--- config.mk ---
export PLATFORM = sky130hd
export DESIGN_NAME = timer_phase_count_buffer_flags
export DESIGN_NICKNAME = d
export VERILOG_FILES = /design/src/rtl/timer_pkg.sv /design/src/rtl/timer_phase_count_buffer_flags.sv
export VERILOG_INCLUDE_DIRS = /design/src /design/src/rtl
export SDC_FILE = /design/constraint.sdc
export NUM_CORES = 1
export LEC_CHECK = 0
export BUFFER_PORTS_ARGS = -buffer_cell sky130_fd_sc_hd__buf_2
export CORE_MARGIN = 5
export CORE_UTILIZATION = 50
export CTS_CLUSTER_DIAMETER = 200
export DETAILED_ROUTE_END_ITERATION = 8
export PLACE_DENSITY = 0.73
export SLEW_MARGIN = 15
export SYNTH_ARGS = -nofsm -noshare
export SYNTH_HDL_FRONTEND = slang
export SYNTH_SLANG_ARGS = --single-unit
--- constraint.sdc ---
create_clock -name mclk -period 8.29 [get_ports mclk]
set_input_delay 0.4145 -clock mclk [delete_from_list [all_inputs] [get_ports mclk]]
set_output_delay 0.4145 -clock mclk [all_outputs]
set_load 0.005 [all_outputs]
--- src/rtl/timer_defines.svh ---
`ifndef TIMER_DEFINES_SVH
`define TIMER_DEFINES_SVH

// channel register block, index in address bits 4:2
`define REG_CTRL 3'h0
`define REG_IER 3'h1
`define REG_STATUS 3'h2
`define REG_CNT 3'h3
`define REG_GRA 3'h4
`define REG_GRB 3'h5
`define REG_BRA 3'h6
`define REG_BRB 3'h7
`define NUM_CH 3

// unit-wide registers
`define OFF_MODE 8'h60
`define OFF_OUT_EN 8'h64
`define OFF_OUT_CTRL 8'h68

// control register fields
`define CTRL_START 0
`define CTRL_CLR 1
`define CTRL_CKS 3
`define CTRL_CAP_A 5
`define CTRL_CAP_B 6
`define CTRL_BUF_A 7
`define CTRL_BUF_B 8
`define CTRL_RESET 9'h000
`define CLR_ON_A 2'h1
`define CLR_ON_B 2'h2

// status and enable fields
`define FLAG_A 0
`define FLAG_B 1
`define FLAG_OVF 2

// mode register fields
`define MODE_PHASE 0
`define MODE_PWM 1
`define MODE_RESET 3'h0

// output control fields
`define OCTL_OLS_FIRST 0
`define OCTL_OLS_SECOND 1
`define OCTL_EXTERNAL_TRIGGER_DISABLE 4
`define OUT_CTRL_RESET 5'h13
`define OUT_EN_RESET 4'h0

// counter limits
`define CNT_MAX 16'hFFFF
`define CNT_ZERO 16'h0000

`endif

--- src/rtl/timer_pkg.sv ---
package timer_pkg;

    typedef enum logic [1:0] {
        PWM_NORMAL = 2'b00,
        PWM_RESET_SYNC = 2'b01,
        PWM_COMPLEMENT = 2'b10
    } pwm_mode_e;

    typedef logic [15:0] count_t;

endpackage

--- src/rtl/timer_phase_count_buffer_flags.sv ---
`timescale 1ns/100ps
`include "timer_defines.svh"
module timer_phase_count_buffer_flags #(
    parameter int CNT_W = 16
) (
    // clock and reset
    input wire logic mclk,
    input wire logic rst_n,
    // wishbone slave
    input wire logic [7:0] wb_adr_i,
    input wire logic [31:0] wb_dat_i,
    input wire logic [3:0] wb_sel_i,
    input wire logic wb_we_i,
    input wire logic wb_cyc_i,
    input wire logic wb_stb_i,
    output logic [31:0] wb_dat_o,
    output logic wb_ack_o,
    // encoder inputs
    input wire logic phase_input_a,
    input wire logic phase_input_b,
    // capture inputs per channel and unit trigger
    input wire logic [2:0] capture_in_a,
    input wire logic [2:0] capture_in_b,
    input wire logic trigger_capture_a,
    // port fallback for pwm pins
    input wire logic [3:0] port_data_reg,
    input wire logic [3:0] port_dir_reg,
    // pwm pins, index 0 driven by channel one, 1 by channel two
    output logic [1:0] timer_pin_a_out,
    output logic [1:0] timer_pin_a_oe,
    output logic [1:0] timer_pin_b_out,
    output logic [1:0] timer_pin_b_oe,
    // interrupt requests per channel
    output logic [2:0] irq_cc_a,
    output logic [2:0] irq_cc_b,
    output logic [2:0] irq_ovf
);

////////////////////////////////////////////////////////////////////////////////
    localparam int NCH = `NUM_CH;

    function automatic logic [CNT_W-1:0] merge16(input logic [CNT_W-1:0] old,
        input logic [CNT_W-1:0] wd, input logic [1:0] sel);
        logic [CNT_W-1:0] m;
        m = {{8{sel[1]}}, {8{sel[0]}}};
        merge16 = (old & ~m) | (wd & m);
    endfunction

    logic ack_reg;
    logic [31:0] rd_reg;
    logic [2:0] ps_reg;
    logic [2:0] mode_reg;
    logic [3:0] out_en_reg;
    logic [4:0] out_ctrl_reg;
    logic dn_reg;
    logic pa_s1, pa_s2, pa_prev, pb_s1, pb_s2, pb_prev;
    logic [31:0] rd_data;

    // per-channel views
    wire [CNT_W-1:0] cnt_w [NCH];
    wire [CNT_W-1:0] gra_w [NCH];
    wire [CNT_W-1:0] grb_w [NCH];
    wire [CNT_W-1:0] bra_w [NCH];
    wire [CNT_W-1:0] brb_w [NCH];
    wire [8:0] ctrl_w [NCH];
    wire [2:0] ier_w [NCH];
    wire [2:0] flag_w [NCH];
    wire [NCH-1:0] match_a_w, match_b_w, wrap_dn_w;

////////////////////////////////////////////////////////////////////////////////
    // bus decode
    wire wb_req = wb_cyc_i & wb_stb_i;
    wire wb_wr = wb_req & wb_we_i & ~ack_reg;
    wire wb_rd = wb_req & ~wb_we_i & ~ack_reg;
    wire [1:0] sel_ch = wb_adr_i[6:5];
    wire [2:0] sel_reg = wb_adr_i[4:2];
    wire in_ch = ~wb_adr_i[7] & (sel_ch != 2'h3);
    wire wr_mode = wb_wr & (wb_adr_i == `OFF_MODE) & wb_sel_i[0];
    wire wr_out_en = wb_wr & (wb_adr_i == `OFF_OUT_EN) & wb_sel_i[0];
    wire wr_out_ctrl = wb_wr & (wb_adr_i == `OFF_OUT_CTRL) & wb_sel_i[0];

    // unit modes
    wire phase_mode = mode_reg[`MODE_PHASE];
    timer_pkg::pwm_mode_e pwm_mode;
    assign pwm_mode = timer_pkg::pwm_mode_e'(mode_reg[`MODE_PWM +: 2]);
    wire cmp_mode = (pwm_mode == timer_pkg::PWM_COMPLEMENT);
    wire pwm_any = (pwm_mode != timer_pkg::PWM_NORMAL);
    wire ols_first = out_ctrl_reg[`OCTL_OLS_FIRST];
    wire ols_second = out_ctrl_reg[`OCTL_OLS_SECOND];
    wire external_trigger_disable = out_ctrl_reg[`OCTL_EXTERNAL_TRIGGER_DISABLE];

    // timer clock enables from prescaler
    wire [3:0] tick = {ps_reg == 3'h7, ps_reg[1:0] == 2'h3, ps_reg[0], 1'b1};

    // phase edge detection on synchronised samples
    wire rise_a = pa_s2 & ~pa_prev;
    wire fall_a = ~pa_s2 & pa_prev;
    wire rise_b = pb_s2 & ~pb_prev;
    wire fall_b = ~pb_s2 & pb_prev;
    wire ph_up = (rise_b & ~pa_s2) | (rise_a & pb_s2) | (fall_b & pa_s2) | (fall_a & ~pb_s2);
    wire ph_dn = (fall_a & pb_s2) | (fall_b & ~pa_s2) | (rise_a & ~pb_s2) | (rise_b & pa_s2);

    // complementary reversal points
    wire turn_down = cmp_mode & match_a_w[1] & ~dn_reg;
    wire xfer_cmp = turn_down | (cmp_mode & wrap_dn_w[2]);
    wire trig_off = pwm_any & ~external_trigger_disable & trigger_capture_a;

////////////////////////////////////////////////////////////////////////////////
    always_ff @(posedge mclk or negedge rst_n) begin
        if (!rst_n) begin
            pa_s1 <= 1'b0;
            pa_s2 <= 1'b0;
            pa_prev <= 1'b0;
            pb_s1 <= 1'b0;
            pb_s2 <= 1'b0;
            pb_prev <= 1'b0;
        end else begin
            pa_s1 <= phase_input_a;
            pa_s2 <= pa_s1;
            pa_prev <= pa_s2;
            pb_s1 <= phase_input_b;
            pb_s2 <= pb_s1;
            pb_prev <= pb_s2;
        end
    end

    always_ff @(posedge mclk or negedge rst_n) begin
        if (!rst_n) begin
            ps_reg <= 3'h0;
            dn_reg <= 1'b0;
        end else begin
            ps_reg <= ps_reg + 3'h1;
            if (!cmp_mode || (cmp_mode && wrap_dn_w[2])) begin
                dn_reg <= 1'b0;
            end else if (turn_down) begin
                dn_reg <= 1'b1;
            end
        end
    end

    always_ff @(posedge mclk or negedge rst_n) begin
        if (!rst_n) begin
            mode_reg <= `MODE_RESET;
            out_en_reg <= `OUT_EN_RESET;
            out_ctrl_reg <= `OUT_CTRL_RESET;
        end else begin
            if (wr_mode) begin
                mode_reg <= wb_dat_i[2:0];
            end
            if (trig_off) begin
                out_en_reg <= 4'h0;
            end else if (wr_out_en) begin
                out_en_reg <= wb_dat_i[3:0];
            end
            if (wr_out_ctrl) begin
                out_ctrl_reg <= wb_dat_i[4:0];
            end
        end
    end

////////////////////////////////////////////////////////////////////////////////
    // timer channels
    for (genvar c = 0; c < NCH; c++) begin : chan
        logic [8:0] ctrl_reg;
        logic [2:0] ier_reg, flag_reg, armed_reg;
        logic [CNT_W-1:0] cnt_reg, gra_reg, grb_reg, bra_reg, brb_reg;
        logic cap_a_prev, cap_b_prev;

        wire hit = wb_wr & in_ch & (sel_ch == 2'(c));
        wire rd_status = wb_rd & in_ch & (sel_ch == 2'(c)) & (sel_reg == `REG_STATUS);
        wire wr_ctrl = hit & (sel_reg == `REG_CTRL);
        wire wr_ier = hit & (sel_reg == `REG_IER) & wb_sel_i[0];
        wire wr_status = hit & (sel_reg == `REG_STATUS) & wb_sel_i[0];
        wire wr_cnt = hit & (sel_reg == `REG_CNT);
        wire wr_gra = hit & (sel_reg == `REG_GRA);
        wire wr_grb = hit & (sel_reg == `REG_GRB);
        wire buf_ok = (c != 0);
        wire wr_bra = hit & (sel_reg == `REG_BRA) & buf_ok;
        wire wr_brb = hit & (sel_reg == `REG_BRB) & buf_ok;
        wire [15:0] ctrl_m = merge16({7'h00, ctrl_reg}, wb_dat_i[15:0], wb_sel_i[1:0]);

        // phase mode replaces clock source and count direction on channel zero only
        wire phase_ch = (c == 0) & phase_mode;
        wire src = phase_ch ? (ph_up ^ ph_dn) : tick[ctrl_reg[`CTRL_CKS +: 2]];
        wire adv = ctrl_reg[`CTRL_START] & src;
        wire dn = phase_ch ? ph_dn : ((c != 0) & cmp_mode & dn_reg);
        wire cap_a_mode = ctrl_reg[`CTRL_CAP_A];
        wire cap_b_mode = ctrl_reg[`CTRL_CAP_B];
        wire cap_a = cap_a_mode & capture_in_a[c] & ~cap_a_prev;
        wire cap_b = cap_b_mode & capture_in_b[c] & ~cap_b_prev;
        wire match_a = adv & ~cap_a_mode & (cnt_reg == gra_reg);
        wire match_b = adv & ~cap_b_mode & (cnt_reg == grb_reg);
        wire wrap_up = adv & ~dn & (cnt_reg == `CNT_MAX);
        wire wrap_dn = adv & dn & (cnt_reg == `CNT_ZERO);
        wire [1:0] clr_sel = ctrl_reg[`CTRL_CLR +: 2];
        wire clr = ((clr_sel == `CLR_ON_A) & (match_a | cap_a)) | ((clr_sel == `CLR_ON_B) & (match_b | cap_b));
        wire buf_a = buf_ok & ctrl_reg[`CTRL_BUF_A];
        wire buf_b = buf_ok & ctrl_reg[`CTRL_BUF_B];
        wire xfer_ev_a = (pwm_mode == timer_pkg::PWM_NORMAL) ? match_a
            : (pwm_mode == timer_pkg::PWM_RESET_SYNC) ? match_a_w[1] : xfer_cmp;
        wire xfer_ev_b = (pwm_mode == timer_pkg::PWM_NORMAL) ? match_b
            : (pwm_mode == timer_pkg::PWM_RESET_SYNC) ? match_a_w[1] : xfer_cmp;
        wire xfer_a = buf_a & ~cap_a_mode & xfer_ev_a;
        wire xfer_b = buf_b & ~cap_b_mode & xfer_ev_b;
        wire flag_a_set = cap_a | (match_a & ~((c == 1) & cmp_mode & dn_reg));
        wire ovf_set = ((c == 2) & cmp_mode) ? wrap_dn : (wrap_up | wrap_dn);
        wire [2:0] set_v = {ovf_set, cap_b | match_b, flag_a_set};
        wire [2:0] clr_v = wr_status ? (armed_reg & ~wb_dat_i[2:0]) : 3'h0;

        always_ff @(posedge mclk or negedge rst_n) begin
            if (!rst_n) begin
                ctrl_reg <= `CTRL_RESET;
                ier_reg <= 3'h0;
                flag_reg <= 3'h0;
                armed_reg <= 3'h0;
                cap_a_prev <= 1'b0;
                cap_b_prev <= 1'b0;
            end else begin
                cap_a_prev <= capture_in_a[c];
                cap_b_prev <= capture_in_b[c];
                if (wr_ctrl) begin
                    ctrl_reg <= ctrl_m[8:0];
                end
                if (wr_ier) begin
                    ier_reg <= wb_dat_i[2:0];
                end
                flag_reg <= (flag_reg & ~clr_v) | set_v;
                if (rd_status) begin
                    armed_reg <= flag_reg;
                end else if (wr_status) begin
                    armed_reg <= 3'h0;
                end
            end
        end

        always_ff @(posedge mclk or negedge rst_n) begin
            if (!rst_n) begin
                cnt_reg <= `CNT_ZERO;
            end else if (wr_cnt) begin
                cnt_reg <= merge16(cnt_reg, wb_dat_i[15:0], wb_sel_i[1:0]);
            end else if (clr) begin
                cnt_reg <= `CNT_ZERO;
            end else if (adv) begin
                cnt_reg <= dn ? cnt_reg - 16'h0001 : cnt_reg + 16'h0001;
            end
        end

        always_ff @(posedge mclk or negedge rst_n) begin
            if (!rst_n) begin
                gra_reg <= `CNT_MAX;
                bra_reg <= `CNT_MAX;
            end else begin
                if (cap_a) begin
                    gra_reg <= cnt_reg;
                end else if (xfer_a) begin
                    gra_reg <= bra_reg;
                end else if (wr_gra) begin
                    gra_reg <= merge16(gra_reg, wb_dat_i[15:0], wb_sel_i[1:0]);
                end
                if (cap_a && buf_a) begin
                    bra_reg <= gra_reg;
                end else if (wr_bra) begin
                    bra_reg <= merge16(bra_reg, wb_dat_i[15:0], wb_sel_i[1:0]);
                end
            end
        end

        always_ff @(posedge mclk or negedge rst_n) begin
            if (!rst_n) begin
                grb_reg <= `CNT_MAX;
                brb_reg <= `CNT_MAX;
            end else begin
                if (cap_b) begin
                    grb_reg <= cnt_reg;
                end else if (xfer_b) begin
                    grb_reg <= brb_reg;
                end else if (wr_grb) begin
                    grb_reg <= merge16(grb_reg, wb_dat_i[15:0], wb_sel_i[1:0]);
                end
                if (cap_b && buf_b) begin
                    brb_reg <= grb_reg;
                end else if (wr_brb) begin
                    brb_reg <= merge16(brb_reg, wb_dat_i[15:0], wb_sel_i[1:0]);
                end
            end
        end

        assign cnt_w[c] = cnt_reg;
        assign gra_w[c] = gra_reg;
        assign grb_w[c] = grb_reg;
        assign bra_w[c] = buf_ok ? bra_reg : `CNT_ZERO;
        assign brb_w[c] = buf_ok ? brb_reg : `CNT_ZERO;
        assign ctrl_w[c] = ctrl_reg;
        assign ier_w[c] = ier_reg;
        assign flag_w[c] = flag_reg;
        assign match_a_w[c] = match_a;
        assign match_b_w[c] = match_b;
        assign wrap_dn_w[c] = wrap_dn;
        assign irq_cc_a[c] = flag_reg[`FLAG_A] & ier_reg[`FLAG_A];
        assign irq_cc_b[c] = flag_reg[`FLAG_B] & ier_reg[`FLAG_B];
        assign irq_ovf[c] = flag_reg[`FLAG_OVF] & ier_reg[`FLAG_OVF];

        if (c == 1) begin : chk
            a_capture_load: assert property (@(posedge mclk) disable iff (!rst_n)
                cap_a |=> (gra_reg == $past(cnt_reg)) && flag_reg[`FLAG_A])
                else $error("capture did not load counter and flag");
            a_buf_shift: assert property (@(posedge mclk) disable iff (!rst_n)
                (cap_a && buf_a) |=> (bra_reg == $past(gra_reg)))
                else $error("capture did not move old value to buffer");
            a_buf_compare: assert property (@(posedge mclk) disable iff (!rst_n)
                (xfer_a && !cap_a) |=> (gra_reg == $past(bra_reg)))
                else $error("buffer not transferred at match");
        end
    end

////////////////////////////////////////////////////////////////////////////////
    // pwm pins with master enable, inversion and port fallback
    logic [1:0] lvl_a_reg, lvl_b_reg;
    wire [1:0] ols = {ols_second, ols_first};

    always_ff @(posedge mclk or negedge rst_n) begin
        if (!rst_n) begin
            lvl_a_reg <= 2'h0;
            lvl_b_reg <= 2'h0;
        end else begin
            lvl_a_reg <= lvl_a_reg ^ match_a_w[2:1];
            lvl_b_reg <= lvl_b_reg ^ match_b_w[2:1];
        end
    end

    for (genvar p = 0; p < 2; p++) begin : pin
        wire me_a = out_en_reg[2*p];
        wire me_b = out_en_reg[2*p+1];
        assign timer_pin_a_out[p] = me_a ? (lvl_a_reg[p] ^ ~ols[p]) : port_data_reg[2*p];
        assign timer_pin_a_oe[p] = me_a | port_dir_reg[2*p];
        assign timer_pin_b_out[p] = me_b ? (lvl_b_reg[p] ^ ~ols[p]) : port_data_reg[2*p+1];
        assign timer_pin_b_oe[p] = me_b | port_dir_reg[2*p+1];
    end

////////////////////////////////////////////////////////////////////////////////
    // register read and bus answer
    always_comb begin
        rd_data = 32'h0000_0000;
        if (in_ch && sel_reg == `REG_CTRL) begin
            rd_data = {23'h000000, ctrl_w[sel_ch]};
        end else if (in_ch && sel_reg == `REG_IER) begin
            rd_data = {29'h00000000, ier_w[sel_ch]};
        end else if (in_ch && sel_reg == `REG_STATUS) begin
            rd_data = {29'h00000000, flag_w[sel_ch]};
        end else if (in_ch && sel_reg == `REG_CNT) begin
            rd_data = {16'h0000, cnt_w[sel_ch]};
        end else if (in_ch && sel_reg == `REG_GRA) begin
            rd_data = {16'h0000, gra_w[sel_ch]};
        end else if (in_ch && sel_reg == `REG_GRB) begin
            rd_data = {16'h0000, grb_w[sel_ch]};
        end else if (in_ch && sel_reg == `REG_BRA) begin
            rd_data = {16'h0000, bra_w[sel_ch]};
        end else if (in_ch && sel_reg == `REG_BRB) begin
            rd_data = {16'h0000, brb_w[sel_ch]};
        end else if (wb_adr_i == `OFF_MODE) begin
            rd_data = {29'h00000000, mode_reg};
        end else if (wb_adr_i == `OFF_OUT_EN) begin
            rd_data = {28'h0000000, out_en_reg};
        end else if (wb_adr_i == `OFF_OUT_CTRL) begin
            rd_data = {27'h0000000, out_ctrl_reg};
        end
    end

    always_ff @(posedge mclk or negedge rst_n) begin
        if (!rst_n) begin
            ack_reg <= 1'b0;
            rd_reg <= 32'h0000_0000;
        end else begin
            ack_reg <= wb_req & ~ack_reg;
            if (wb_rd) begin
                rd_reg <= rd_data;
            end
        end
    end

    assign wb_ack_o = ack_reg;
    assign wb_dat_o = rd_reg;

////////////////////////////////////////////////////////////////////////////////
    wire ch0_quiet = ~(wb_wr & in_ch & (sel_ch == 2'h0)) & ~chan[0].clr;

    a_phase_up: assert property (@(posedge mclk) disable iff (!rst_n)
        (phase_mode && ctrl_w[0][`CTRL_START] && ph_up && !ph_dn && ch0_quiet)
        |=> (cnt_w[0] == $past(cnt_w[0]) + 16'h0001))
        else $error("phase up edge did not increment");
    a_phase_down: assert property (@(posedge mclk) disable iff (!rst_n)
        (phase_mode && ctrl_w[0][`CTRL_START] && ph_dn && !ph_up && ch0_quiet)
        |=> (cnt_w[0] == $past(cnt_w[0]) - 16'h0001))
        else $error("phase down edge did not decrement");
    a_ovf_wrap: assert property (@(posedge mclk) disable iff (!rst_n)
        (chan[0].wrap_up || chan[0].wrap_dn) |=> flag_w[0][`FLAG_OVF])
        else $error("wrap did not set overflow");
    a_match_flag: assert property (@(posedge mclk) disable iff (!rst_n)
        (cnt_w[0] == gra_w[0] && !ctrl_w[0][`CTRL_CAP_A] && !chan[0].adv)
        |=> !$rose(flag_w[0][`FLAG_A]) || $past(chan[0].cap_a))
        else $error("compare flag set before counter advanced");
    a_trig_disable: assert property (@(posedge mclk) disable iff (!rst_n)
        trig_off |=> (out_en_reg == 4'h0) && (timer_pin_a_oe == {port_dir_reg[2], port_dir_reg[0]}))
        else $error("trigger did not clear master enables");
    a_flag_hold: assert property (@(posedge mclk) disable iff (!rst_n)
        (flag_w[0][`FLAG_A] && !chan[0].armed_reg[`FLAG_A]) |=> flag_w[0][`FLAG_A])
        else $error("flag cleared without prior read");
    a_irq_level: assert property (@(posedge mclk) disable iff (!rst_n)
        $rose(irq_ovf[0]) |-> ier_w[0][`FLAG_OVF] && ($rose(flag_w[0][`FLAG_OVF]) || $rose(ier_w[0][`FLAG_OVF])))
        else $error("overflow request without flag and enable");

endmodule

After elaboration in Yosys (flattened, before gate mapping)
Index checks and enable logic that the tools add are counted.

storage, ports and cells
  bits in registers = 327
  bits of input ports = 66
  output and inout port bits = 50

operators by class
  add/subtract/negate cells = 7
  $lt $le $gt $ge = 4
  equal/unequal tests = 32
  multiplexer cells = 102
  bitwise gates (word level) = 237
  reduce and logical (&&, ||, !) cells = 40

operator list
  kind                                                                   number
  16-bit two-way mux                                                     46
  32-bit two-way mux                                                     10
  16-bit AND                                                             14
  16-bit OR                                                              13
  16-bit binary-select mux with 2-bit select                             5
  1-bit AND                                                              133
  16-bit == test                                                         6
  16-bit by 1-bit adder with 16-bit output (second input constant)       3
  16-bit == test (second input constant)                                 3
  16-bit zero test                                                       3
  16-bit by 1-bit subtractor with 16-bit output (second input constant)  3
  3-bit two-way mux                                                      13
  9-bit AND                                                              3
  9-bit OR                                                               3
  1-bit NOT                                                              25
  8-bit by 7-bit == test with 1-bit output (second input constant)       3
  1-bit OR                                                               24
  2-bit nonzero test                                                     12
  3-bit nonzero test                                                     7
  3-bit AND                                                              6
  9-bit binary-select mux with 2-bit select                              1
  9-bit two-way mux                                                      2
  1-bit two-way mux                                                      17
  16-bit NOT                                                             1
  23 further kinds                                                       66

Depth between registers and ports, before layout
Gate-level depths: netlist of run 1.

  depth after elaboration = 16
  gate-level depth with buffers = 13

Worst setup path after synthesis of run 1
Ideal clock, no wire load.

  path type = register to register
  start point = register mode_reg[2]
  end point = register with a tool-made name
  data arrival time = 3.407 ns
  required time = 8.162 ns
  path slack = 4.755 ns
  cell stages (with the launch flop) = 14
  period minus slack after synthesis = 3.535 ns
  path through = dfrtp_1 -> buf_2 -> nor2b_1 -> nand2_1 -> inv_1 -> ha_1 -> a211oi_1 -> o211ai_1 -> a32oi_1 -> a21oi_1 -> or4_1 -> a31oi_1 -> xnor2_1 -> o22ai_1

RTL lines
  item                    RTL line                               RTL
  from (decl)             timer_phase_count_buffer_flags.sv:52   logic [2:0] mode_reg;
  from (signal assigned)  timer_phase_count_buffer_flags.sv:143  mode_reg <= `MODE_RESET;
  from (signal assigned)  timer_phase_count_buffer_flags.sv:148  mode_reg <= wb_dat_i[2:0];

==> results of run 1 <==
==> repair_timing <==
action | in CTS | in global routing
hold buffers | 8 | 0
hold endpoints to repair | 52 | 0
buffers inserted | 0 | 0
==> layout by cell type, fill, tap and decap left out, types with 37 or more instances in the layout <==
cell type / count
nor2_1: 331
a21oi_1: 246
nand2_1: 166
dfstp_2: 163
mux2i_1: 156
dfrtp_1: 148
xnor2_1: 90
o21ai_0: 79
buf_2: 79
a22oi_1: 54
inv_1: 51
mux2_2: 49
xor2_1: 43
clkbuf_16: 40
nor3_1: 37
==> metrics by stage <==
| step | worst slack (ps) | total power, mW | instance area, sq um |
|---|---|---|---|
| floorplan | 4750 | 2.64 | 20800 |
| global placement | 3690 | 3.00 | 21300 |
| detailed placement | 3620 | 3.04 | 21300 |
| CTS | 3570 | 4.70 | 22600 |
| global route | 3350 | 4.90 | 22600 |
| finish | 3550 | 4.73 | 22600 |
==> power by group through the flow <==
stage / Sequential [mW] / Clock, mW / Combinational [mW]
after detailed placement: 2.06 / 0 / 0.977
final: 2.05 / 1.67 / 1.01
after global placement: 2.05 / 0 / 0.950
after global routing: 2.07 / 1.75 / 1.08
after floorplan: 1.87 / 0 / 0.770
after CTS: 2.04 / 1.68 / 0.985
==> metal layers <==
| layer | vias up | global-route usage |
|---|---|---|
| li1 | 8456 | - |
| met1 | 9357 | 0.462 |
| met4 | 0 | 0.109 |
| met2 | 1139 | 0.486 |
| met3 | 162 | 0.0679 |
| met5 | - | 0 |
==> cell usage after synthesis (27+ instances only) <==
cell	number	area, sq um
a22oi_1	54	405
nor2_1	333	1250
nor3_1	38	190
a21oi_1	246	1230
o21ai_0	79	395
dfrtp_1	148	3700
a211oi_1	27	203
xnor2_1	90	788
and2_1	30	188
mux2_2	49	552
xor2_1	43	377
nand3_1	34	170
ha_1	31	388
dfstp_2	163	4280
nand2_1	167	627
clkbuf_1	147	552
mux2i_1	156	1560
inv_1	51	191
a31oi_1	34	213
o22ai_1	28	175
nand4_1	32	200
==> worst min path at each step <==
| stage | start | end | cells past startpoint |
|---|---|---|---|
| floorplan | rst_n | async pin | 0 |
| global placement | pa_s1 | pa_s2 | 0 |
| detailed placement | pa_s1 | pa_s2 | 0 |
| CTS | capture_in_b[2] | chan[2].cap_b_prev | 1 |
| global route | capture_in_b[2] | chan[2].cap_b_prev | 1 |
| finish | capture_in_b[2] | chan[2].cap_b_prev | 1 |
==> final cells by class <==
type	instances	share of cell area
clock buffers	55	0.0494
clock inverters	13	0.00448
inverters	51	0.00846
multi-input cells	1808	0.521
flip-flops and latches	311	0.353
well taps	532	0.0294
repair buffers	124	0.0342
==> kinds of logic (layout without fill, tap and decap cells) <==
logic type / after synthesis / after routing / synth area share
and+or+nand+nor: 752 / 752 / 0.167
xor gates and xnor gates: 133 / 133 / 0.0563
buffers and inverters: 240 / 243 / 0.0494
AOI/OAI and AO/OA: 669 / 669 / 0.219
muxes: 205 / 205 / 0.102
adders and majority gates: 33 / 33 / 0.0207
other: 1 / 16 / 0.000181
DFF: 311 / 311 / 0.386
==> reports/metrics.cfg, run 1 <==
[run_status]
outcome=finished, final reports clean

[worst_setup_path]
critPathLaunch=ps_reg[0]
ff2ff_setup_slack_ps=3550
cp-start-kind=register
r2r_cells=10
cpMostUsedCell=ha_1
cp_top_family=simple AND/OR/NAND/NOR gates
r2r_start=ps_reg[0]
worstPathRequired_ps=8750
crit_type=register to register
max_stage_delay_ps=920
cp_max_fo=17
crit_buf_inv=0
cp-end-kind=register
worst-path-stages=10
crit_chain=ha_1, ha_1, mux2i_1, a221o_1, nor4_2, nor4b_1, nor3_1, or4b_1, o21ai_4, o221ai_1
critPathSlowestCell=or4b_1
arrival_ps=5190

[routing]
drc=0
dr.first_iter.drc_count=2715
routed.top_layer=met4
drt-total-wl_mm=74.8
wl_per_cell_um=25.9
met2WireLength_mm=32.9
vias=19100
vias_per_cell=6.60
firstDrtPassIters=6
met3_length_mm=7.81
wl_met1_mm=31.2
postRouteAntennaNets=0

[global_route]
antenna_found_initial=0
grt_overflow=0
grt_util_all_layers=0.321
grt_max_degree=136
grt_pass1_vias=17800
grt_pass1_wl_mm=112

[yosys]
ys_ff_latch=311
yosysWarnings=0
dominantRegCellSynth=dfstp_2
synth_enable_flop_cells=0
synthArstFlopShare=1.00
avgSynthCellArea_sq_um=8.83
ys_seq_area_frac=0.386
syn_inst=2344
ys_types=82
netlist_area_sq_um=20700

[finish]
syn_to_final_growth_pct=9.36
instances_no_fill=2894
regArea_sq_um=7990
nFillCells=3685
utilization=0.553
multi_input_area_sq_um=11800
layout.nets=2432
num_antenna_cells=0
drive_gt1_frac=0.190

[place]
io_buffers=81
dp_hpwl_mm=54.9
place_congestion=0.994
dp.cells=2817

[cts]
clock_sinks=311
clock_latency_ps=570
clk_path_buf_depth=3
cts_buffers=37
cts_root_buffer=clkbuf_16
cts_tree=yes
clk_pin_slew_ps=60
htree_levels=2
cts.repair.resized=0

[timing]
rsz0062_at_grt=no
finalCritPeriodShare=0.571
tightest_slew_ps=1260
setup_viol=0
hold_ws_ps=39.1
clock.fmax_mhz=211
setup_tns_ps=0
relSlewSlack=0.136
hold_viol=0
period_needed_ps=4740
drv_slew=0
fin_worst_skew_ps=18.7

[power]
p_leak_nw=9.03
power.share.sequential=0.434
p_int_mw=3.12
switching_power_mw=1.61
p_comb_frac=0.213
peakVddDrop_mv=0.152
power_density_nw_per_um2=209
switching_share=0.340
clkPwrFrac=0.353

[die]
start_util=0.506
die_area_sq_um=45600
die_h_um=213
ios=116
rows=74
core_sq_um=40900
fp.dieW_um=213

[worst_hold_path]
hp-class=input port to register

[run]
cap_violations=0

(Power assumes the default switching activity.)
==> run 2, diff against run 1 <==
Settings changed: ABC_AREA set to 1.
Clock period 8.29 ns to 4.85 ns, I/O delays scaled along.
==> run 2 against run 1 <==
Critical path depth is 2 higher. Total power increased by 63%. Clock-buffer cell count is 9 higher.
==> reports/metrics.cfg, run 2 <==
[routing]
vias_per_cell=6.00
vias=24100
wl_per_cell_um=22.6
firstDrtPassIters=7
drt-total-wl_mm=90.9
drc=0
postRouteAntennaNets=0
dr.first_iter.drc_count=3244

[finish]
regArea_sq_um=7990
syn_to_final_growth_pct=9.65
layout.nets=3497
utilization=0.556
final_cell_mix=1124 x nand2_1, 362 x inv_1, 276 x nor2_1
nFillCells=4446
drive_gt1_frac=0.128
layout_commonest_cell=nand2_1
multi_input_area_sq_um=12300

[timing]
finalCritPeriodShare=0.739
clock.fmax_mhz=279
setup_viol=0
drv_slew=0
rsz0062_at_grt=no
period_needed_ps=3590
relSlewSlack=0.300
tightest_slew_ps=1040
hold_viol=0
fin_worst_skew_ps=32.7
setup_tns_ps=0

[die]
core_sq_um=44400
fp.dieW_um=222
die_h_um=222
start_util=0.507
die_area_sq_um=49400
ios=116
rows=77

[yosys]
synthTopCellsByCount=1124 x nand2_1, 362 x inv_1, 277 x nor2_1
ys_seq_area_frac=0.355
avgSynthCellArea_sq_um=6.70
ys_types=61
syn_inst=3360
synth_top_cell_area_share=0.190
yosysMostFrequentCell=nand2_1
synthTopCellsByArea=dfstp_2 19%, nand2_1 19%, dfrtp_1 16%
ys_ff_latch=311
yosysWarnings=0
synthArstFlopShare=1.00
synth_largest_area_cell=dfstp_2
synth_enable_flop_cells=0
dominantRegCellSynth=dfstp_2
netlist_area_sq_um=22500

[cts]
clock_latency_ps=590
cts_setup_buffers=0
clock_sinks=311
cts.repair.resized=0
clk_pin_slew_ps=60
cts_buffers=39
htree_levels=2
clk_path_buf_depth=3
cts_root_buffer=clkbuf_16
cts_tree=yes

[global_route]
grt_overflow=0
grt_max_degree=97
grt_pass1_wl_mm=136
antenna_found_initial=1
grt_util_all_layers=0.355
grt_pass1_vias=22200

[worst_setup_path]
cp-start-kind=register
cp-end-kind=register
cpMostUsedCell=nand2_1
crit_buf_inv=2
arrival_ps=4080
worst-path-stages=12
critPathSlowestCell=nor2_4
cp_max_fo=20
worstPathRequired_ps=5340
crit_chain=inv_1, nand2_1, nor2_4, nand3_1, nor3_1, nand3b_1, nand3_2, nand2_2, nand3_1, inv_1, nand2_1, nand2_1
crit_type=register to register
cp_top_family=simple AND/OR/NAND/NOR gates
max_stage_delay_ps=620
r2r_cells=12

[run_status]
outcome=finished, final reports clean

[worst_hold_path]
hp-class=input port to register
hold_depth=3

[place]
place_congestion=1.05
io_buffers=81
dp_hpwl_mm=67.8

[power]
power_density_nw_per_um2=312
p_leak_nw=12.7
peakVddDrop_mv=0.216
design_power_total_mw=7.71

[run]
cap_violations=0

[run 2: cell types whose count changed in the layout (fill, tap and decap cells not counted), moves of 55 or more]
cell | before | now
nand3_1 | 34 | 255
inv_1 | 51 | 362
mux2i_1 | 156 | 0
o21ai_0 | 79 | 211
xnor2_1 | 90 | 29
nor2_1 | 331 | 276
nand2_1 | 166 | 1124
a21oi_1 | 246 | 121
[run 2: per-layer routing]
metal	wire length, um	track usage	share of wire	up-vias
li1	-	-	-	11100
met5	0	0	0	-
met2	37800	0.512	0.42	1542
met4	5470	0.177	0.060	0
met1	35800	0.485	0.39	11200
met3	11900	0.105	0.13	271
[run 2: tightest hold or removal path, delay by kind of cell]
family | cells | cell delay [ps]
buffers and inverters | 1 | 140
AND/OR/NAND/NOR | 1 | 110
AO/OA/AOI/OAI | 1 | 50
[run 2: final timing paths]
path	from	endpoint	slack, ps
min in group asynchronous	rst_n	ps_reg[2]	260
hold reg to reg	pb_s1	pb_s2	350
hold / removal	wb_dat_i[2]	out_en_reg[2]	10
setup reg to reg	mode_reg[1]	register	1260
max in group asynchronous	rst_n	async pin	3420
setup / recovery	mode_reg[1]	register	1260
[run 2: metrics by stage]
stage | hold slack, ps | cells | setup slack [ps] | instance area, sq um
after floorplan | -53.1 | 3375 | 2060 | 22600
after global placement | 296 | 3935 | 1420 | 23300
after detailed placement | 286 | 3935 | 1370 | 23300
after CTS | 2.65 | 4020 | 1370 | 24700
after global routing | 32.2 | 4020 | 1060 | 24700
final | 14.9 | 4022 | 1260 | 24700
[run 2: cells by family (layout without fill, tap and decap cells)]
group | count (synthesis) | after routing | synth area share
simple gates | 1804 | 1804 | 0.335
compound gates | 590 | 590 | 0.163
buf+inv | 557 | 610 | 0.104
flops | 311 | 311 | 0.355
xor+xnor | 64 | 64 | 0.0249
fa+ha+maj | 33 | 33 | 0.0190
other cells | 1 | 18 | 0.000166
[run 2: cell type report]
type                            instances  area share
Tap cell                              592      0.0300
Sequential cell                       311       0.323
Clock inverter                          7     0.00248
Antenna cell                            2    0.000203
Multi-Input combinational cell       2507       0.497
Timing Repair Buffer                  139      0.0374
Clock buffer                           64      0.0491
Inverter                              400      0.0608
[run 2: report_power, final]
group          internal [mW]  total (mW)  switching [mW]
logic                  0.453        1.42           0.970
registers               2.91        3.30           0.386
clock network           1.76        2.99            1.23
[run 2: timing repair]
item	in CTS	in global routing
hold endpoints to repair	67	0
setup endpoints to repair	0	0
hold buffers	14	0
